[src/rtl/ebs_pkg.sv]
// Package: shared types and constants for the external bus cycle sequencer
package ebs_pkg;

   // ----------------------------------------
   // Field widths
   // ----------------------------------------
   localparam int unsigned ADDR_W   = 24;        // Address bus width
   localparam int unsigned DATA_W   = 16;        // Data bus width

   // ----------------------------------------
   // Phase length limits, in system clock periods
   // ----------------------------------------
   localparam logic [1:0] SETUP_BASE_MIN  = 2'h1;  // Address setup normal minimum
   localparam logic [4:0] ACCESS_LEN_MAX  = 5'h1f; // Code 31 means 32 periods
   localparam logic [5:0] ASYNC_MIN_WAIT  = 6'h1;  // Extra wait for async ready

   // ----------------------------------------
   // Timing control record per chip select
   // ----------------------------------------
   typedef struct packed
   {
      logic       addressSetupLen;        // 0: 1 period, 1: 2 periods
      logic [1:0] windowExtraLen;         // Extra periods on window change
      logic [1:0] commandDelayLen;        // 0..3 periods
      logic       writeSetupTristateLen;  // 0..1 period
      logic [4:0] accessLen;              // Code 0..31 gives 1..32 periods
      logic [1:0] holdLen;                // 0..3 periods
      logic       readyEnable;            // Access may be stretched by ready
      logic       readyActiveHigh;        // Polarity of ready input
      logic       readyAsync;             // Ready passes extra sync stage
   } ebs_chip_select_timing_ctrl_s;

   // ----------------------------------------
   // Cycle request
   // ----------------------------------------
   typedef struct packed
   {
      logic              write;           // 1: write cycle, 0: read cycle
      logic [ADDR_W-1:0] addr;            // Target address
      logic [DATA_W-1:0] wdata;           // Write data
      logic [1:0]        chipSel;         // Chip select index
      logic              windowChange;    // Address window differs from last
   } ebs_req_s;

   // ----------------------------------------
   // External bus pins (outputs)
   // ----------------------------------------
   typedef struct packed
   {
      logic [ADDR_W-1:0] addr;            // Address pins
      logic [DATA_W-1:0] dataOut;         // Data output value
      logic              dataOe;          // Data output enable
      logic              readStrobe_n;    // Read strobe, active low
      logic              writeStrobe_n;   // Write strobe, active low
      logic [3:0]        chipSelect_n;    // Chip selects, active low
   } ebs_bus_s;

   // ----------------------------------------
   // Phase states, one-hot
   // ----------------------------------------
   typedef enum logic [5:0]
   {
      PH_IDLE   = 6'h01,
      PH_SETUP  = 6'h02,
      PH_CMD    = 6'h04,
      PH_WSETUP = 6'h08,
      PH_ACCESS = 6'h10,
      PH_HOLD   = 6'h20
   } ebs_phase_e;

endpackage : ebs_pkg

[src/rtl/ebs_sequencer.sv]
// Module: five-phase external bus cycle sequencer
//
// Contract
// - Cycles run setup, command, wsetup, access, hold
// - Phase lengths per chip select; command 0-3
// - Setup 1-2, plus 0-3 on window change
// - Write setup/tristate phase lasts 0 or 1
// - Access 1-32 periods, ready may extend
// - Hold phase lasts 0 to 3 periods
// - Reference clock out is the system clock
// - Ready polarity selectable; async adds sync stage
// - Ready inactive inserts wait; active ends access
// - Read data captured as strobe rises
`timescale 1ns/1ps
`default_nettype none

module ebs_sequencer
#(
   parameter int unsigned NUM_CS = 4      // Number of chip selects
)
(
   // Clock and reset
   input  wire logic                                   core_clk,
   input  wire logic                                   rst_n,
   // Per chip select timing control
   input  wire ebs_pkg::ebs_chip_select_timing_ctrl_s  chipSelectTimingCtrl [NUM_CS],
   // Cycle request and answer
   input  wire logic                                   reqValid,
   input  wire ebs_pkg::ebs_req_s                      req,
   output var  logic                                   reqReady,
   output var  logic                                   rdataValid,
   output var  logic [ebs_pkg::DATA_W-1:0]             rdata,
   // External bus
   input  wire logic                                   readyIn,
   input  wire logic [ebs_pkg::DATA_W-1:0]             busDataIn,
   output var  ebs_pkg::ebs_bus_s                      bus,
   output var  logic                                   busRefClkOut,
   output var  logic                                   busRefClkHiSpeed
);
   import ebs_pkg::*;

   // ----------------------------------------
   // State record
   // ----------------------------------------
   typedef struct packed
   {
      ebs_phase_e                    phase;       // Current phase
      logic [5:0]                    cnt;         // Remaining periods in phase
      ebs_chip_select_timing_ctrl_s  tc;          // Latched timing of this cycle
      ebs_req_s                      rq;          // Latched request
      logic                          rdySync1;    // Async ready first stage
      logic                          rdySync2;    // Async ready second stage
      logic                          reqReady;    // Idle and accepting
      logic                          rdataValid;  // Read data strobe
      logic [DATA_W-1:0]             rdata;       // Captured read data
      ebs_bus_s                      bus;         // Pin outputs
      logic                          refEn;       // High-speed driver enable
   } ebs_state_s;

   ebs_state_s stateFf;       // Registered state
   ebs_state_s nxtState;      // Next state

   // ----------------------------------------
   // Helpers
   // ----------------------------------------
   // Chip select one-hot, active low
   function automatic logic [3:0] csDecode(input logic [1:0] idx);
      csDecode = ~(4'h1 << idx);
   endfunction : csDecode

   // Setup length: base 1 or 2 plus window extension
   function automatic logic [5:0] setupLen(input ebs_chip_select_timing_ctrl_s t,
                                           input logic w);
      setupLen = {5'h00, t.addressSetupLen} + {4'h0, SETUP_BASE_MIN}
                 + (w ? {4'h0, t.windowExtraLen} : 6'h00);
   endfunction : setupLen

   // Ready level after polarity, taken from sync path when async
   logic readyRaw;            // Polarity-corrected direct ready
   logic readySeen;           // Ready as used at the sample point
   always_comb
   begin
      readyRaw  = stateFf.tc.readyActiveHigh ? readyIn : ~readyIn;
      readySeen = stateFf.tc.readyAsync ? stateFf.rdySync2 : readyRaw;
   end

   // ----------------------------------------
   // Next-state logic
   // ----------------------------------------
   always_comb
   begin
      nxtState            = stateFf;
      nxtState.rdataValid = 1'b0;
      nxtState.refEn      = 1'b1;
      // Ready synchroniser; stage one feeds stage two only
      nxtState.rdySync1   = readyRaw;
      nxtState.rdySync2   = stateFf.rdySync1;
      case (stateFf.phase)
         PH_IDLE:
         begin
            nxtState.reqReady = 1'b1;
            if (reqValid && stateFf.reqReady)
            begin
               // Latch timing so mid-cycle changes cannot tear a cycle
               nxtState.tc               = chipSelectTimingCtrl[req.chipSel];
               nxtState.rq               = req;
               nxtState.reqReady         = 1'b0;
               nxtState.phase            = PH_SETUP;
               nxtState.cnt              = setupLen(chipSelectTimingCtrl[req.chipSel],
                                                    req.windowChange) - 6'h01;
               nxtState.bus.addr         = req.addr;
               nxtState.bus.chipSelect_n = csDecode(req.chipSel);
               nxtState.bus.dataOe       = 1'b0;
            end
         end
         PH_SETUP:
         begin
            if (stateFf.cnt != 6'h00)
               nxtState.cnt = stateFf.cnt - 6'h01;
            else
            begin
               // Enter next nonzero phase; zero phases are skipped
               if (stateFf.tc.commandDelayLen != 2'h0)
               begin
                  nxtState.phase = PH_CMD;
                  nxtState.cnt   = {4'h0, stateFf.tc.commandDelayLen} - 6'h01;
               end
               else if (stateFf.tc.writeSetupTristateLen)
               begin
                  nxtState.phase = PH_WSETUP;
                  nxtState.cnt   = 6'h00;
               end
               else
               begin
                  nxtState.phase = PH_ACCESS;
                  nxtState.cnt   = {1'b0, stateFf.tc.accessLen};
               end
               // Write data drives from command phase on
               nxtState.bus.dataOut = stateFf.rq.wdata;
               nxtState.bus.dataOe  = stateFf.rq.write;
               if (stateFf.tc.commandDelayLen == 2'h0 && !stateFf.tc.writeSetupTristateLen)
               begin
                  nxtState.bus.readStrobe_n  = stateFf.rq.write;
                  nxtState.bus.writeStrobe_n = ~stateFf.rq.write;
               end
            end
         end
         PH_CMD:
         begin
            if (stateFf.cnt != 6'h00)
               nxtState.cnt = stateFf.cnt - 6'h01;
            else if (stateFf.tc.writeSetupTristateLen)
            begin
               nxtState.phase = PH_WSETUP;
               nxtState.cnt   = 6'h00;
            end
            else
            begin
               nxtState.phase             = PH_ACCESS;
               nxtState.cnt               = {1'b0, stateFf.tc.accessLen};
               nxtState.bus.readStrobe_n  = stateFf.rq.write;
               nxtState.bus.writeStrobe_n = ~stateFf.rq.write;
            end
         end
         PH_WSETUP:
         begin
            // Single period: strobe goes active at access start
            nxtState.phase             = PH_ACCESS;
            nxtState.cnt               = {1'b0, stateFf.tc.accessLen};
            nxtState.bus.readStrobe_n  = stateFf.rq.write;
            nxtState.bus.writeStrobe_n = ~stateFf.rq.write;
         end
         PH_ACCESS:
         begin
            if (stateFf.cnt != 6'h00)
               nxtState.cnt = stateFf.cnt - 6'h01;
            else if (stateFf.tc.readyEnable && !readySeen)
               nxtState.cnt = 6'h00;
            else
            begin
               // Strobe rises; read data taken on this same edge
               nxtState.bus.readStrobe_n  = 1'b1;
               nxtState.bus.writeStrobe_n = 1'b1;
               if (!stateFf.rq.write)
               begin
                  nxtState.rdata      = busDataIn;
                  nxtState.rdataValid = 1'b1;
               end
               if (stateFf.tc.holdLen != 2'h0)
               begin
                  nxtState.phase = PH_HOLD;
                  nxtState.cnt   = {4'h0, stateFf.tc.holdLen} - 6'h01;
               end
               else
               begin
                  nxtState.phase            = PH_IDLE;
                  nxtState.bus.chipSelect_n = 4'hf;
                  nxtState.bus.dataOe       = 1'b0;
                  nxtState.reqReady         = 1'b1;
               end
            end
         end
         PH_HOLD:
         begin
            if (stateFf.cnt != 6'h00)
               nxtState.cnt = stateFf.cnt - 6'h01;
            else
            begin
               nxtState.phase            = PH_IDLE;
               nxtState.bus.chipSelect_n = 4'hf;
               nxtState.bus.dataOe       = 1'b0;
               nxtState.reqReady         = 1'b1;
            end
         end
         default:
         begin
            nxtState.phase = PH_IDLE;
         end
      endcase
      // Async ready adds one wait only where the access count would be zero
      if (nxtState.phase == PH_ACCESS && stateFf.phase != PH_ACCESS
          && stateFf.tc.readyEnable && stateFf.tc.readyAsync
          && nxtState.cnt == 6'h00)
         nxtState.cnt = ASYNC_MIN_WAIT;
   end

   // ----------------------------------------
   // State register
   // ----------------------------------------
   always_ff @(posedge core_clk)
   begin
      if (!rst_n)
      begin
         stateFf                   <= '0;
         stateFf.phase             <= PH_IDLE;
         stateFf.bus.readStrobe_n  <= 1'b1;
         stateFf.bus.writeStrobe_n <= 1'b1;
         stateFf.bus.chipSelect_n  <= 4'hf;
      end
      else
         stateFf <= nxtState;
   end

   // ----------------------------------------
   // Outputs
   // ----------------------------------------
   // Reference clock is the system clock routed out unchanged
   assign busRefClkOut     = core_clk;
   assign busRefClkHiSpeed = stateFf.refEn;
   assign reqReady         = stateFf.reqReady;
   assign rdataValid       = stateFf.rdataValid;
   assign rdata            = stateFf.rdata;
   assign bus              = stateFf.bus;

endmodule : ebs_sequencer

`default_nettype wire

[config.mk]
export PLATFORM = sky130hd
export DESIGN_NAME = ebs_sequencer
export DESIGN_NICKNAME = d
export VERILOG_FILES = /design/src/rtl/ebs_pkg.sv /design/src/rtl/ebs_sequencer.sv
export SDC_FILE = /design/constraint.sdc
export NUM_CORES = 1
export LEC_CHECK = 0
export BUFFER_PORTS_ARGS = -buffer_cell sky130_fd_sc_hd__clkbuf_2
export CAP_MARGIN = 20
export CORE_ASPECT_RATIO = 1.75
export CORE_MARGIN = 2
export CORE_UTILIZATION = 52
export DETAILED_ROUTE_END_ITERATION = 16
export PLACE_DENSITY = 0.83
export SETUP_SLACK_MARGIN = 0.05
export SYNTH_ARGS = -nofsm -noshare
export SYNTH_HDL_FRONTEND = slang
export SYNTH_SLANG_ARGS = --single-unit
[constraint.sdc]
create_clock -name core_clk -period 6.6 [get_ports core_clk]
set_input_delay 1.32 -clock core_clk [delete_from_list [all_inputs] [get_ports core_clk]]
set_output_delay 1.32 -clock core_clk [all_outputs]
set_load 0.005 [all_outputs]
==> impl_metrics.tcl <==
set metrics [dict create \
    route.detailed.drc 0 \
    numPlacedInstances 889 \
    timing_hold_violations_final 0 \
    area_delta_synth_final_pct 13.9 \
    max-cap-violations 0 \
    wirelength_um 13400 \
    wl_per_cell_um 14.8 \
    synth_cells 669 \
    tritoncts.num_buffers 9 \
    die_height_um 139 \
    gp_weighted_congestion 1.02 \
    final_max_slew_viol_count 0 \
    n_antenna_cell 0 \
    crit_required_ps 5280 \
    yosysSeqAreaShare_pct 40.4 \
    insertion_delay_ps 340 \
    status "completed" \
    cts_tree "yes" \
    ff_to_ff_path_depth 7 \
    postCtsResizedCells 0 \
    grt_max_degree 100 \
    hold_path_end "bus[8]$_SDFFE_PN0P_" \
    rr_startpoint "stateFf[138]$_SDFF_PN0_" \
    mostFrequentLayoutCell "sky130_fd_sc_hd__clkbuf_2" \
    grt_pass1_wl_um 20700 \
    min-delay-path-class "register to register" \
    cp-start-kind "clock port" \
    worstSetupEndpointType "primary output" \
    die_x_um 81.4 \
    placementRows 49 \
    layout.area.seq_mm2 0.00220 \
    cp.arrival_ps 3760 \
    ctsHtreeMaxLevel 3 \
    crit_path_max_fanout 18 \
    static-leakage-power_nw 2.57 \
    timing.max_slew.rel_slack_pct 32.6 \
    rsz0062_at_grt "false" \
    ys_dominant_reg_cell "sky130_fd_sc_hd__dfxtp_1" \
    placement.io_buffers 194 \
    cp_common_cell "sky130_fd_sc_hd__clkbuf_16" \
    skew_ps 7.56 \
    met3WireLength_um 974 \
    drt-initial-drc-count 228 \
    drive_above_1_share_pct 31.4 \
    post-cts-setup-buffers 0 \
    mostFrequentLayoutCells "sky130_fd_sc_hd__clkbuf_2 (195), sky130_fd_sc_hd__nand2_1 (188), sky130_fd_sc_hd__dfxtp_1 (110)" \
    timing.critical_path.buf_inv 3 \
    async_reset_ff_share_pct 0 \
    clkSlewWorstSetupHoldPaths_ps 70 \
    multi_input_area_mm2 0.00255 \
    r2r-end "stateFf[128]$_SDFF_PN0_" \
    wl_met1_um 4670 \
    grt_pass1_vias 4548 \
    utilization_pct 60.7 \
    layout.filler_cells 916 \
    design.core.area_mm2 0.0102 \
    antenna_violations_before_repair 0 \
    worst_hold_startpoint "stateFf[72]$_SDFFE_PN0P_" \
    gr-usage-all-layers_pct 23.3 \
    hold-path-cell-count 2 \
    ys.warnings.count 0 \
    route.vias.total 4937 \
    post_layout_nets 904 \
    syn-cell-area_mm2 0.00545 \
    uppermost_metal_layer_occupied_by_signal_nets "met4" \
    synth.avg_cell_area_um2 8.15 \
    number_of_enable_flip_flop_cells_after_synthesis 0 \
    cts_root_buffer "sky130_fd_sc_hd__clkbuf_16" \
    power.density_cell_area_mw_per_mm2 236 \
    timing.critical_path.slowest_cell_delay_ps 180 \
    final-instance-count-excl-fill 905 \
    crit_slowest_cell "sky130_fd_sc_hd__clkbuf_16" \
    synth.net_count 800 \
    design.portCount 195 \
    fp.dieArea_mm2 0.0114 \
    cts_max_path_buffers 2 \
    postSynthRegisterBits 110 \
    cp_cell_sequence "clkbuf_16 -> clkbuf_16 -> clkbuf_2" \
    yosys.cell_types.count 63 \
    ant_nets 0 \
    irDropWorstVdd_v 0.000136 \
    start_to_end_type_of_the_worst_setup_path "clock port to primary output" \
    overflow 0 \
    floorplan.initialDensity_pct 53.3 \
    detailedPlacementHpwl_um 9780 \
    route.met2.wl_um 7110 \
    crit_path_max_delay_family "buffers and inverters" \
    number_of_failing_setup_endpoints_in_the_final_timing_report 0 \
    worst_slew_pin_slew_ps 1010 \
    hold_buffers 0 \
    fin_tns_setup_ps 0 \
    p_total_mw 1.46 \
    via_density 5.46 \
    reg2reg_setup_slack_ps 3870 \
    drt_pass1_iterations 5 \
]
==> state kept, by name, summed over array words and instances, names as in the netlist <==
name / flops
reqReady: 1
bus: 47
nxtState: 1
busRefClkHiSpeed: 1
stateFf: 43
rdataValid: 1
rdata: 16
==> where the power goes <==
part           internal [mW]  switching [mW]
sequential             0.694          0.0246
clock                  0.267           0.244
combinational         0.0987           0.135
==> cells in the mapped netlist, drive strengths merged (2+ instances only) <==
| master | n | area share (%) |
|---|---|---|
| nand2 | 189 | 13 |
| dfxtp | 110 | 40 |
| a21oi | 104 | 9.6 |
| buf | 81 | 11 |
| nor2 | 28 | 2.2 |
| clkbuf | 23 | 1.6 |
| mux4 | 16 | 6.6 |
| nor3 | 12 | 1.3 |
| o21ai | 12 | 1.1 |
| and2 | 10 | 1.1 |
| nand3 | 9 | 0.83 |
| inv | 7 | 0.48 |
| nor4b | 7 | 1.2 |
| a31oi | 4 | 0.46 |
| xor2 | 4 | 0.64 |
| ha | 3 | 0.69 |
| nand4 | 3 | 0.34 |
| a211oi | 2 | 0.28 |
| a21o | 2 | 0.28 |
| a222oi | 2 | 0.37 |
| a32oi | 2 | 0.32 |
| nand2b | 2 | 0.23 |
| nor2b | 2 | 0.23 |
| nor4 | 2 | 0.34 |
| o2111ai | 2 | 0.32 |
| o211ai | 2 | 0.28 |
| o21a | 2 | 0.28 |
| o221ai | 2 | 0.32 |
| or3 | 2 | 0.23 |
| or4 | 2 | 0.28 |
==> tightest hold or removal path: cells and delay by family (launching register included) <==
family | cells | cell delay [ps]
AOI/OAI and AO/OA | 1 | 50
DFF | 1 | 310
and+or+nand+nor | 1 | 50
==> cell type report <==
class / instances / area share [%]
Sequential cell: 110 / 35.5
Clock buffer: 12 / 3.85
Clock inverter: 5 / 0.665
Multi-Input combinational cell: 448 / 41.1
Timing Repair Buffer: 196 / 15.9
Inverter: 7 / 0.423
Tap cell: 127 / 2.56
==> routing by layer <==
layer  vias up  track usage, %
met4         0            14.6
li1       2433               -
met5         -               0
met3        44            4.22
met2       251            41.5
met1      2209            23.9
==> cells by family after synthesis <==
family,after synthesis,synth area share [%]
AOI/OAI and AO/OA,148,15.8
xor gates and xnor gates,5,0.803
muxes,18,7.00
adders and majority gates,3,0.688
DFF,110,40.4
and+or+nand+nor,274,22.4
buffers and inverters,111,13.0
==> stage by stage <==
step | cell area, um^2 | hold WS (ps) | worst slack (ps)
floorplan | 5450 | 412 | 1870
global placement | 5940 | 417 | 1890
detailed placement | 5940 | 438 | 1890
CTS | 6210 | 452 | 1510
global route | 6210 | 459 | 1510
finish | 6210 | 446 | 1520
==> how the worst max path moves through the flow <==
stage              from           end  slack (ps)  cells past startpoint
2_1_floorplan  core_clk  busRefClkOut        1870                      1
3_3_place_gp   core_clk  busRefClkOut        1890                      1
3_5_place_dp   core_clk  busRefClkOut        1890                      1
4_1_cts        core_clk  busRefClkOut        1510                      3
5_1_grt        core_clk  busRefClkOut        1510                      3
6_report       core_clk  busRefClkOut        1520                      3
(Power assumes the default switching activity.)
